### src/core/sci_rx_pkg.sv
// Purpose: shared constants and types of the asynchronous serial receiver
// Assumes: one master clock, oversampling rate set by a 12-bit prescaler
// Notes:   input register offsets are byte addresses of the core's input space
package ser_rx_pkg;

   typedef logic [1:0]  fmt_t;
   typedef logic [11:0] presc_t;

   // input register map
   localparam logic [7:0] ADDR_DATA_IN = 8'h24;
   localparam logic [7:0] ADDR_STATUS  = 8'h35;

   // status field positions
   localparam int ST_NOISE   = 7;
   localparam int ST_FRAME   = 6;
   localparam int ST_FULL    = 5;
   localparam int ST_OVERRUN = 4;
   localparam int ST_NINTH   = 2;

   localparam logic [7:0] DATA_RESET   = 8'h00;
   localparam logic [7:0] STATUS_RESET = 8'h00;

   // frame format select codes
   localparam fmt_t FMT_8N1    = 2'h0;
   localparam fmt_t FMT_8N2    = 2'h1;
   localparam fmt_t FMT_8P1    = 2'h2;
   localparam fmt_t FMT_9N1    = 2'h3;

   // oversampling: sixteen sample states per bit, states 1..16 held as 0..15
   localparam int          OVERSAMPLE = 16;
   localparam logic [3:0]  SAMP_A     = 4'h7;
   localparam logic [3:0]  SAMP_B     = 4'h8;
   localparam logic [3:0]  SAMP_C     = 4'h9;

   // acquisition steps per character, counted from zero
   localparam logic [3:0]  STEP_LAST_SHORT = 4'h8;
   localparam logic [3:0]  STEP_LAST_LONG  = 4'h9;
   localparam logic [3:0]  STEP_EXTRA      = 4'h8;
   localparam logic [3:0]  BREAK_BITS      = 4'ha;

endpackage

### src/core/rx_link_if.sv
// Purpose: carries the oversampling tick and the cleaned receive level
// Assumes: both ends run on the master clock
// Notes:   tick is a one-cycle enable at sixteen times the bit rate
`timescale 1ns/10ps
interface rx_link_if;
   logic tick;
   logic line;
   modport front (output tick, output line);
   modport core  (input tick, input line);
endinterface

### src/core/rx_front.sv
// Purpose: receive pin synchroniser and oversampling rate divider
// Assumes: prescaler value is static while reception is enabled
// Notes:   prescaler 0 behaves as 1, giving a tick every clock
`timescale 1ns/10ps
module rx_front
   import ser_rx_pkg::*;
(
   input  wire logic               clock_i,
   input  wire logic               rst_i,
   input  wire logic               rx_line_i,
   input  wire ser_rx_pkg::presc_t prescaler_i,
   rx_link_if.front                lnk
);
   import ser_rx_pkg::*;

   logic   meta_r;
   logic   sync2_r;
   logic   sync3_r;
   logic   level_r;
   presc_t div_r;
   logic   tick_r;

   // line idles high, so the chain resets to one
   always_ff @(posedge clock_i)
   begin
      if (rst_i)
      begin
         meta_r  <= 1'b1;
         sync2_r <= 1'b1;
         sync3_r <= 1'b1;
         level_r <= 1'b1;
      end
      else
      begin
         meta_r  <= rx_line_i;
         sync2_r <= meta_r;
         sync3_r <= sync2_r;
         if (sync2_r == sync3_r)
            level_r <= sync3_r;
      end
   end

   // one tick per prescaler period: the sixteen-times oversampling rate
   always_ff @(posedge clock_i)
   begin
      if (rst_i)
      begin
         div_r  <= '0;
         tick_r <= 1'b0;
      end
      else if (prescaler_i == '0 || div_r >= prescaler_i - 12'h001)
      begin
         div_r  <= '0;
         tick_r <= 1'b1;
      end
      else
      begin
         div_r  <= div_r + 12'h001;
         tick_r <= 1'b0;
      end
   end

   assign lnk.tick = tick_r;
   assign lnk.line = level_r;

endmodule

### src/core/async_serial_receiver.sv
// Purpose: receive path of the serial interface, shifter plus holding buffer
// Assumes: core reads input registers with a one-cycle load strobe and address
// Notes:   read data appears on input_data_o one clock after the strobe
`timescale 1ns/10ps
// Operation
// - NRZ frames: start, 8/9 data, stop
// - sample line at sixteen times bit rate
// - start is low after three high samples
// - start bit launches data acquisition
// - four frame formats supported
// - parity selectable even or odd
// - ninth bit readable at status bit 2
// - stop moves character to buffer, sets full
// - data read returns character, clears full
// - unread buffer: overrun set, buffer kept
// - shifter steps sixteen sample states per bit
// - three samples, majority value, noise flag
// - noise never aborts the character
// - nine steps plain, ten for longer formats
// - frame error on parity or stop failure
// - ten low bits give break request
// - buffer machine loads character and flags
// - format codes 00,01,10,11 as listed
// - parity control: 0 odd, 1 even
// - receive only while enable bit set
// - mask bits gate full, overrun, break
module async_serial_receiver
(
   input  wire logic               clock_i,
   input  wire logic               rst_i,
   input  wire logic               rx_line_i,
   input  wire logic               input_load_instruction_i,
   input  wire logic [7:0]         input_addr_i,
   input  wire ser_rx_pkg::fmt_t   frame_format_select_i,
   input  wire logic               parity_or_ninth_bit_i,
   input  wire logic               receive_enable_bit_i,
   input  wire logic               full_interrupt_mask_i,
   input  wire logic               overrun_interrupt_mask_i,
   input  wire logic               break_interrupt_mask_i,
   input  wire ser_rx_pkg::presc_t prescaler_i,
   output logic [7:0]              input_data_o,
   output logic                    full_irq_o,
   output logic                    overrun_irq_o,
   output logic                    break_irq_o
);
   import ser_rx_pkg::*;

   typedef enum logic [1:0] {s_idle, s_start, s_acq} shift_state_t;
   typedef enum logic {hb_empty, hb_full} hold_state_t;

   function automatic logic maj3(input logic a, input logic b, input logic c);
      maj3 = (a & b) | (a & c) | (b & c);
   endfunction
   function automatic logic [3:0] last_step(input fmt_t fmt);
      last_step = (fmt == FMT_8N1) ? STEP_LAST_SHORT : STEP_LAST_LONG;
   endfunction
   rx_link_if lnk ();
   rx_front u_front (
      .clock_i     (clock_i),
      .rst_i       (rst_i),
      .rx_line_i   (rx_line_i),
      .prescaler_i (prescaler_i),
      .lnk         (lnk)
   );

   shift_state_t state_r;
   logic [2:0]   hist_r;
   logic [3:0]   scnt_r;
   logic [3:0]   idx_r;
   logic [1:0]   samp_r;
   logic [8:0]   shift_r;
   logic         noise_acc_r;
   logic         frame_acc_r;
   logic [3:0]   low_run_r;
   logic         done_r;
   logic         brk_r;
   logic         bit_now;
   logic         noisy_now;
   logic         stop_pos;
   logic         par_bad;
   logic         frame_hit;
   logic [3:0]   run_nxt;
   // bit decision at the third centre sample
   always_comb
   begin
      bit_now   = maj3(samp_r[0], samp_r[1], lnk.line);
      noisy_now = !(samp_r[0] == samp_r[1] && samp_r[1] == lnk.line);
      stop_pos  = (idx_r == last_step(frame_format_select_i))
                  || (idx_r == STEP_EXTRA && frame_format_select_i == FMT_8N2);
      // even parity wants an even count of ones including the parity bit
      par_bad   = ((^{shift_r[7:0], bit_now}) == parity_or_ninth_bit_i);
      frame_hit = (stop_pos && !bit_now)
                  || (idx_r == STEP_EXTRA && frame_format_select_i == FMT_8P1 && par_bad);
      if (bit_now)
         run_nxt = 4'h0;
      else if (low_run_r == BREAK_BITS)
         run_nxt = low_run_r;
      else
         run_nxt = low_run_r + 4'h1;
   end

   // oversampling shifter, advanced only on the oversampling tick
   always_ff @(posedge clock_i)
   begin
      if (rst_i)
      begin
         state_r     <= s_idle;
         hist_r      <= 3'h0;
         scnt_r      <= 4'h0;
         idx_r       <= 4'h0;
         samp_r      <= 2'h0;
         shift_r     <= 9'h000;
         noise_acc_r <= 1'b0;
         frame_acc_r <= 1'b0;
         low_run_r   <= 4'h0;
         done_r      <= 1'b0;
         brk_r       <= 1'b0;
      end
      else
      begin
         done_r <= 1'b0;
         brk_r  <= 1'b0;
         if (!receive_enable_bit_i)
         begin
            state_r <= s_idle;
            hist_r  <= 3'h0;
         end
         else if (lnk.tick)
         begin
            unique case (state_r)
               s_idle:
               begin
                  hist_r <= {hist_r[1:0], lnk.line};
                  if (lnk.line)
                     low_run_r <= 4'h0;
                  if (hist_r == 3'h7 && !lnk.line)
                  begin
                     state_r     <= s_start;
                     scnt_r      <= 4'h1;
                     noise_acc_r <= 1'b0;
                     frame_acc_r <= 1'b0;
                     shift_r     <= 9'h000;
                  end
               end
               s_start, s_acq:
               begin
                  scnt_r <= scnt_r + 4'h1;
                  if (scnt_r == SAMP_A)
                     samp_r[0] <= lnk.line;
                  if (scnt_r == SAMP_B)
                     samp_r[1] <= lnk.line;
                  if (scnt_r == SAMP_C)
                  begin
                     // noise is only recorded, the character goes on
                     noise_acc_r <= noise_acc_r | noisy_now;
                     low_run_r   <= run_nxt;
                     if (run_nxt == BREAK_BITS && low_run_r != BREAK_BITS)
                        brk_r <= 1'b1;
                     if (state_r == s_start)
                     begin
                        // a high majority means a glitch, not a start bit
                        if (!bit_now)
                           state_r <= s_acq;
                        else
                           state_r <= s_idle;
                        idx_r  <= 4'h0;
                        hist_r <= 3'h0;
                     end
                     else
                     begin
                        idx_r       <= idx_r + 4'h1;
                        frame_acc_r <= frame_acc_r | frame_hit;
                        if (idx_r < STEP_EXTRA)
                           shift_r[idx_r[2:0]] <= bit_now;
                        if (idx_r == STEP_EXTRA && frame_format_select_i == FMT_9N1)
                           shift_r[8] <= bit_now;
                        if (idx_r == last_step(frame_format_select_i))
                        begin
                           // ends at stop centre so the next start is not missed
                           state_r <= s_idle;
                           hist_r  <= 3'h0;
                           done_r  <= 1'b1;
                        end
                     end
                  end
               end
            endcase
         end
      end
   end

   hold_state_t hb_state_r;
   logic [7:0]  data_r;
   logic        ninth_r;
   logic        noise_r;
   logic        frame_r;
   logic        overrun_r;
   logic        rd_data;
   logic        rd_stat;
   logic        load_ok;
   logic [7:0]  status_v;

   assign rd_data = input_load_instruction_i && input_addr_i == ADDR_DATA_IN;
   assign rd_stat = input_load_instruction_i && input_addr_i == ADDR_STATUS;
   // a read in the same cycle as completion frees the buffer for the new one
   assign load_ok = (hb_state_r == hb_empty) || rd_data;

   // holding buffer; done_r is a single-cycle pulse, so each character loads once
   always_ff @(posedge clock_i)
   begin
      if (rst_i)
      begin
         hb_state_r <= hb_empty;
         data_r     <= DATA_RESET;
         ninth_r    <= 1'b0;
         noise_r    <= 1'b0;
         frame_r    <= 1'b0;
      end
      else if (done_r && load_ok)
      begin
         data_r     <= shift_r[7:0];
         ninth_r    <= shift_r[8];
         noise_r    <= noise_acc_r;
         frame_r    <= frame_acc_r;
         hb_state_r <= hb_full;
      end
      else if (rd_data)
         hb_state_r <= hb_empty;
   end

   // overrun is sticky until a status read; a new overrun wins over that clear
   always_ff @(posedge clock_i)
   begin
      if (rst_i)
         overrun_r <= 1'b0;
      else if (done_r && !load_ok)
         overrun_r <= 1'b1;
      else if (rd_stat)
         overrun_r <= 1'b0;
   end

   always_comb
   begin
      status_v             = STATUS_RESET;
      status_v[ST_NOISE]   = noise_r;
      status_v[ST_FRAME]   = frame_r;
      status_v[ST_FULL]    = (hb_state_r == hb_full);
      status_v[ST_OVERRUN] = overrun_r;
      status_v[ST_NINTH]   = ninth_r;
   end

   always_ff @(posedge clock_i)
   begin
      if (rst_i)
         input_data_o <= 8'h00;
      else if (rd_data)
         input_data_o <= data_r;
      else if (rd_stat)
         input_data_o <= status_v;
      else if (input_load_instruction_i)
         input_data_o <= 8'h00;
   end

   // interrupt requests, one-cycle pulses
   always_ff @(posedge clock_i)
   begin
      if (rst_i)
      begin
         full_irq_o    <= 1'b0;
         overrun_irq_o <= 1'b0;
         break_irq_o   <= 1'b0;
      end
      else
      begin
         full_irq_o    <= done_r && load_ok && full_interrupt_mask_i;
         overrun_irq_o <= done_r && !load_ok && overrun_interrupt_mask_i;
         break_irq_o   <= brk_r && break_interrupt_mask_i;
      end
   end

   property p_start_detect;
      @(posedge clock_i) disable iff (rst_i)
      (receive_enable_bit_i && lnk.tick && state_r == s_idle && hist_r == 3'h7 && !lnk.line)
      |=> (state_r == s_start && scnt_r == 4'h1);
   endproperty
   a_start_detect: assert property (p_start_detect) else $error("start not taken");
   property p_disabled_idle;
      @(posedge clock_i) disable iff (rst_i)
      !receive_enable_bit_i |=> (state_r == s_idle && !done_r);
   endproperty
   a_disabled_idle: assert property (p_disabled_idle) else $error("rx active while off");
   property p_noise_flag;
      @(posedge clock_i) disable iff (rst_i)
      (receive_enable_bit_i && lnk.tick && state_r == s_acq && scnt_r == SAMP_C && noisy_now)
      |=> noise_acc_r;
   endproperty
   a_noise_flag: assert property (p_noise_flag) else $error("noise not recorded");
   property p_last_step;
      @(posedge clock_i) disable iff (rst_i)
      (receive_enable_bit_i && lnk.tick && state_r == s_acq && scnt_r == SAMP_C
       && idx_r == last_step(frame_format_select_i))
      |=> (done_r && state_r == s_idle) ##1 !done_r;
   endproperty
   a_last_step: assert property (p_last_step) else $error("character end wrong");
   property p_load_full;
      @(posedge clock_i) disable iff (rst_i)
      (done_r && load_ok) |=> (hb_state_r == hb_full && data_r == $past(shift_r[7:0]));
   endproperty
   a_load_full: assert property (p_load_full) else $error("buffer not loaded");
   property p_read_clear;
      @(posedge clock_i) disable iff (rst_i)
      (rd_data && !done_r) |=> (hb_state_r == hb_empty && input_data_o == $past(data_r));
   endproperty
   a_read_clear: assert property (p_read_clear) else $error("read did not empty");
   property p_overrun_keep;
      @(posedge clock_i) disable iff (rst_i)
      (done_r && hb_state_r == hb_full && !rd_data) |=> (overrun_r && $stable(data_r));
   endproperty
   a_overrun_keep: assert property (p_overrun_keep) else $error("overrun mishandled");
   property p_break_irq;
      @(posedge clock_i) disable iff (rst_i)
      (brk_r && break_interrupt_mask_i) |=> break_irq_o ##1 !break_irq_o;
   endproperty
   a_break_irq: assert property (p_break_irq) else $error("break request lost");
   property p_full_mask;
      @(posedge clock_i) disable iff (rst_i)
      full_irq_o |-> ($past(full_interrupt_mask_i) && hb_state_r == hb_full);
   endproperty
   a_full_mask: assert property (p_full_mask) else $error("unmasked full request");
   property p_unmapped;
      @(posedge clock_i) disable iff (rst_i)
      (input_load_instruction_i && !rd_data && !rd_stat) |=> input_data_o == 8'h00;
   endproperty
   a_unmapped: assert property (p_unmapped) else $error("unmapped read not zero");

endmodule

### config.mk
export PLATFORM = sky130hd
export DESIGN_NAME = async_serial_receiver
export DESIGN_NICKNAME = d
export VERILOG_FILES = /design/src/core/sci_rx_pkg.sv /design/src/core/rx_link_if.sv /design/src/core/rx_front.sv /design/src/core/async_serial_receiver.sv
export SDC_FILE = /design/constraint.sdc
export NUM_CORES = 1
export LEC_CHECK = 0
export BUFFER_PORTS_ARGS = -buffer_cell sky130_fd_sc_hd__buf_2
export CORE_MARGIN = 1
export CORE_UTILIZATION = 40
export CTS_CLUSTER_SIZE = 20
export DETAILED_ROUTE_END_ITERATION = 10
export HOLD_SLACK_MARGIN = 0.1
export PLACE_DENSITY = 0.58
export SYNTH_ARGS = -nofsm -noshare
export SYNTH_HDL_FRONTEND = slang
export SYNTH_SLANG_ARGS = --single-unit
### constraint.sdc
create_clock -name clock_i -period 3.26 [get_ports clock_i]
set_input_delay 0.163 -clock clock_i [delete_from_list [all_inputs] [get_ports clock_i]]
set_output_delay 0.163 -clock clock_i [all_outputs]
set_load 0.005 [all_outputs]
==> run_results.csv, run 1 <==
group,metric,value,unit
worst_setup_path,slowest_delay,0.39,ns
drt,wirelength,7640,µm
worst_setup_path,cp.arrival,3.13,ns
worst_setup_path,crit_path_cell_trace,"buf_2 -> or3_1 -> nor3_1 -> nand2b_1 -> nor4_1 -> xnor2_1 -> ha_1 -> a211oi_1 -> o21ai_0 -> a311oi_1 -> o311ai_2 -> buf_4 -> nor3_1",
finish,finalInstanceArea,4300,µm²
place,port_buffers,41,
pwr,power,1.71,mW
finish,drive_gt1_frac,0.148,
clock_network,cts-resized-gates,0,
finish,diodes,0,
synth,synth_area,3750,µm²
synth,synthArstFlopShare,0,
synth,synth_top_area_cell,"dfxtp_1",
synth,ys_ff_latch,73,
synth,ys_seq_area_frac,0.390,
synth,synth.distinct_cells,52,
sta,setup_tns,0,ns
synth,yosysWarnings,0,
worst_setup_path,start_kind,"input pin",
grt,grt_pass1_vias,2926,
worst_setup_path,end_kind,"flop",
pwr,power_density,398,nW/µm²
sta,slew_violations,0,
worst_hold_path,min-delay-start,"frame_format_select_i[0]",
sta,finalHoldViolations,0,
worst_setup_path,critical_path.most_common_cell,"nor3_1",
sta,tightest_slew,0.668,ns
synth,yosys-top-cells-count,"dfxtp_1, nor2_1, ha_1, a21oi_1, nor3_1",
place,place_area,4060,µm²
clock_network,clk_path_buf_depth,2,
clock_network,clock-sinks,73,
synth,synthTopCellsByArea,"dfxtp_1, ha_1, nor2_1",
drt,firstDrtPassIters,5,
clock_network,cts_tree,"yes",
clock_network,cts_made_buffers,9,
worst_setup_path,r2r-start,"u_front.lnk.line",
synth,avgSynthCellArea,8.72,µm²
synth,netlist_instances,430,
grt,grt-ovfl-total,0,
worst_hold_path,worstHoldEndpoint,"frame_acc_r",
sta,setup_viol,0,
worst_setup_path,reg2reg_depth,7,
clock_network,cts_setup_buffers,0,
place,finalWeightedCongestion,0.762,
worst_setup_path,worst-r2r-setup-slack,0.92,ns
drt,drtIter0Drc,145,
drt,dr_total_vias,3100,
flow_run,cap_viol_max_count,0,
clock_network,cts_max_level,3,
pwr,peakVddDrop,0.237,mV
floorplan,fp.dieH,98.8,µm
worst_setup_path,crit_path_max_fanout,7,
floorplan,coreArea,8890,µm²
worst_setup_path,required,3.53,ns
status,status,"complete, no violations",
worst_hold_path,holdPathStages,3,
sta,fin_worst_skew,0.00610,ns
worst_setup_path,timing.rr.end,"frame_acc_r",
finish,syn_to_final_growth,14.7,%
clock_network,clk_pin_slew,0.08,ns
drt,drc,0,
worst_hold_path,hold_class,"input pin to flop",
worst_setup_path,slowest_stage,"or3_1",
grt,grt_pass1_wl,13100,µm
floorplan,start_util,0.422,
sta,slew_headroom,0.555,
clock_network,clock_latency,0.34,ns
sta,fmax,0.349,GHz
clock_network,cts-root-buf,"clkbuf_8",
synth,synth_ff_type,"dfxtp_1",
grt,track_usage,0.165,
synth,syn-num-nets,486,
sta,finalCritPeriodShare,0.880,
synth,synth_edf_count,0,
synth,synth_top_area_frac,0.390,
drt,final_antenna_net_count,0,
sta,rsz0062_at_grt,"no",
floorplan,io_pins,42,
floorplan,rows,34,
floorplan,dieWidth,98.8,µm
place,hpwl,5530,µm
grt,grt_max_degree,67,
drt,avgViaCountPerCell,5.28,
synth,yosysMostFrequentCell,"dfxtp_1",
pwr,p_leak,1.80,nW
worst_setup_path,criticalPathCategory,"input pin to flop",
drt,wire_per_inst,13.0,µm
sta,fin_crit,2.87,ns
finish,nets,530,
grt,antenna_found_initial,0,
floorplan,dieArea,9770,µm²
==> registers in the layout (all words and copies together) (netlist names), 2 cells and up <==
register       count
state_r            2
data_r             8
u_front.div_r     12
samp_r             2
input_data_o       8
scnt_r             4
idx_r              4
low_run_r          4
shift_r            9
hist_r             3
==> critical path: cells and delay by family <==
family,cells,cell delay [ns]
compound gates,4,0.97
xor+xnor,1,0.18
fa+ha+maj,1,0.27
buf+inv,2,0.34
simple gates,5,1.23
==> where the power goes <==
part	switching [mW]	total, mW	internal (mW)	leakage [nW]
registers	0.00471	0.900	0.896	0.589
clock network	0.343	0.720	0.377	0.103
logic	0.0474	0.0908	0.0435	1.10
total	0.395	1.71	1.32	1.80
==> final cells by class <==
cell class | count | area (µm²)
fillers | 852 | 4590
multi-input cells | 320 | 2140
repair buffers | 51 | 290
clock buffers | 10 | 138
clock inverters | 6 | 65.1
well taps | 108 | 135
flip-flops and latches | 73 | 1460
inverters | 19 | 71.3
==> what timing repair did <==
item	4_1_cts	5_1_grt
setup endpoints to repair	0	0
hold buffers	4	0
endpoints found under the hold margin	4	0
==> through the flow <==
step                hold slack, ns   util  instances  setup WS (ns)
detailed placement           0.352  0.457        567         0.0840
CTS                          0.157  0.484        587          0.442
floorplan                    0.267      -        430          0.639
finish                       0.176  0.484        587          0.392
global placement             0.353  0.457        567          0.247
global route                 0.157  0.484        587         0.0550
==> layout by cell type (no fill, tap or decap), drive strengths merged, types with 10 or more instances in the layout <==
| cell type | n |
|---|---|
| clkbuf | 10 |
| nor2 | 58 |
| nor2b | 10 |
| xnor2 | 17 |
| dfxtp | 73 |
| o21ai | 20 |
| a21oi | 24 |
| xor2 | 14 |
| nand3 | 16 |
| buf | 47 |
| inv | 21 |
| mux2i | 14 |
| nand2 | 16 |
| ha | 25 |
| nor3 | 22 |
==> how the worst max path moves through the flow <==
stage                               from                end  slack (ns)  cells past startpoint
after floorplan           prescaler_i[2]  u_front.div_r[10]        0.64                     12
after global placement    prescaler_i[2]   u_front.div_r[9]        0.25                     13
after detailed placement  prescaler_i[2]  u_front.div_r[11]        0.08                     13
after CTS                 prescaler_i[2]  u_front.div_r[11]        0.44                     13
after global routing      prescaler_i[2]  u_front.div_r[11]        0.05                     13
final                     prescaler_i[2]  u_front.div_r[11]        0.39                     13
==> cells by family (layout without fill, tap and decap cells) <==
logic type | after synthesis | in the layout | share of synthesized area
AOI/OAI and AO/OA | 80 | 80 | 0.138
xor gates and xnor gates | 32 | 32 | 0.0784
adders and majority gates | 25 | 25 | 0.0834
buffers and inverters | 37 | 86 | 0.0397
DFF | 73 | 73 | 0.390
muxes | 15 | 15 | 0.0404
and+or+nand+nor | 168 | 168 | 0.230
==> per-layer routing <==
layer | global-route usage | part of all wire | vias to the layer above
met5 | 0 | 0 | -
met1 | 0.207 | 0.48 | 1425
met3 | 0.0404 | 0.040 | 4
li1 | - | - | 1618
met2 | 0.279 | 0.47 | 53
met4 | 0.0517 | 0.0069 | 0
Note: power is estimated with default switching activity, not from simulation.
==> run 2: changes to the inputs <==
CORE_MARGIN = 1.5   (was 1)
RECOVER_POWER = 50   (was default)
==> run 2 against run 1 <==
  * The flow now finishes with violations (capacitance limit, slew limit)
  * Register-to-register slack lost 0.09 ns
  * Die area grew 2.0%
  * Worst hold slack gained 0.0053 ns
  * Sequential power is essentially flat
  * Sequential cell count is the same
  * Via count is essentially flat
  * Critical endpoint is now u_front.div_r[6]
  * Largest cell class unchanged
==> run_results.csv, run 2 (synthesis gave the netlist of run 1 again) <==
group,metric,value,unit
status,status,"finished, violations left",
status,violations,"capacitance limit, slew limit",
floorplan,rows,35,
worst_setup_path,worst-r2r-setup-slack,0.83,ns
worst_hold_path,min-delay-start,"frame_format_select_i[0]",
sta,setup_viol,0,
flow_run,cap_viol_max_count,1,
finish,largest_reg_flops,12,
place,finalWeightedCongestion,0.796,
drt,avgViaCountPerCell,5.26,
clock_network,cts_setup_buffers,0,
drt,wirelength,7670,µm
drt,drc,0,
clock_network,clk_pin_slew,0.08,ns
drt,dr_total_vias,3097,
sta,finalHoldViolations,0,
worst_setup_path,criticalPathCategory,"input pin to flop",
sta,setup_tns,0,ns
drt,final_antenna_net_count,0,
pwr,power_density,377,nW/µm²
worst_setup_path,start_kind,"input pin",
finish,regMostFlops,"u_front.div_r",
finish,final_cell_mix,"dfxtp_1, nor2_1, buf_2",
finish,fin_util,0.465,
clock_network,cts_max_level,3,
finish,nets,529,
clock_network,clk_path_buf_depth,2,
pwr,peakVddDrop,0.289,mV
floorplan,dieWidth,99.8,µm
finish,drive_gt1_frac,0.136,
sta,fin_crit,2.90,ns
sta,slew_headroom,-0.864,
worst_setup_path,cp.arrival,3.13,ns
grt,grt_max_degree,67,
grt,track_usage,0.158,
worst_setup_path,end_kind,"flop",
floorplan,fp.dieH,99.8,µm
sta,finalCritPeriodShare,0.889,
floorplan,dieArea,9970,µm²
sta,tightest_slew,2.80,ns
grt,grt_use_met2,0.271,
grt,grt_pass1_wl,12700,µm
clock_network,cts_made_buffers,9,
clock_network,cts-root-buf,"clkbuf_8",
worst_hold_path,hold_class,"input pin to flop",
clock_network,cts-resized-gates,0,
sta,fin_worst_skew,0.00959,ns
sta,rsz0062_at_grt,"no",
place,port_buffers,41,
clock_network,clock_latency,0.34,ns
grt,grt_pass1_vias,2788,
grt,grt-ovfl-total,0,
floorplan,io_pins,42,
floorplan,coreArea,9150,µm²
clock_network,clock-sinks,73,
worst_hold_path,worstHoldEndpoint,"frame_acc_r",
worst_setup_path,reg2reg_depth,8,
sta,fmax,0.345,GHz
sta,fin_ws,0.361,ns
finish,diodes,0,
sta,whs,0.181,ns
place,hpwl,5540,µm
sta,slew_violations,67,
worst_setup_path,required,3.49,ns
place,dpl_worst_slack,0.0537,ns
drt,wire_per_inst,13.0,µm
finish,fill_cells,888,
pwr,p_leak,1.75,nW
grt,busiest_layer,"met2",
finish,multi_input_area,2140,µm²
grt,met3_usage,0.0376,
finish,final_common_cell,"dfxtp_1",
drt,firstDrtPassIters,4,
drt,drtIter0Drc,150,
grt,antenna_found_initial,0,
finish,seqCellArea,1460,µm²
worst_setup_path,r2r-start,"u_front.div_r[0]",
finish,syn_to_final_growth,13.5,%
worst_setup_path,crit_path_max_fanout,9,
finish,top_regs,"u_front.div_r: 12 flops, shift_r: 9 flops",
floorplan,start_util,0.410,
worst_setup_path,timing.rr.end,"u_front.div_r[6]",
worst_hold_path,holdPathStages,3,
grt,grtUsageMet1,0.201,
clock_network,cts_tree,"yes",
[run 2: what timing repair did]
action	in CTS	in global routing
endpoints found under the setup margin	0	0
hold endpoints to repair	4	0
hold buffers	4	0
[run 2: metrics by stage]
step	instance area, µm²	std cells	total power, mW
6_report	4260	589	1.60
5_1_grt	4260	589	1.68
4_1_cts	4270	589	1.63
3_5_place_dp	4060	569	1.01
3_3_place_gp	4060	569	1.01
2_1_floorplan	3750	430	0.973
[run 2: cell type report]
type                       count  share of cell area
inverter                      19              0.0167
timing repair buffer          50              0.0646
clock inverter                 6             0.00999
clock buffer                  10              0.0300
tap                          111              0.0326
sequential                    73               0.343
multi-input combinational    320               0.503
[run 2: worst max-delay path by stage]
stage	start	endpoint	slack, ns	cells after the start
finish	prescaler_i[2]	u_front.div_r[6]	0.36	13
CTS	prescaler_i[2]	u_front.div_r[6]	0.40	13
floorplan	prescaler_i[2]	u_front.div_r[10]	0.64	12
detailed placement	prescaler_i[2]	u_front.div_r[6]	0.05	13
global route	prescaler_i[2]	u_front.div_r[7]	0.07	13
global placement	prescaler_i[2]	u_front.div_r[8]	0.20	13
[run 2: per-layer routing]
metal  wire length [µm]  part of all wire
met5                  0                 0
met4                 24            0.0031
met1               3810              0.50
met3                205             0.027
met2               3640              0.47
[run 2: where the power goes]
part,switching (mW),internal (mW),total (mW)
Combinational,0.0475,0.0431,0.0906
Clock,0.334,0.277,0.612
Sequential,0.00511,0.896,0.901
[run 2: worst max-delay path, cell delays in order]
cell and delay, ns:
buf_2 0.12, or3_1 0.39, nor3_1 0.26, nand2b_1 0.15, nor4_1 0.25, xnor2_1 0.17, ha_1 0.26, a211oi_1 0.19
o21ai_0 0.15, a311oi_1 0.36, o311ai_2 0.26, buf_4 0.24, nor3_1 0.16
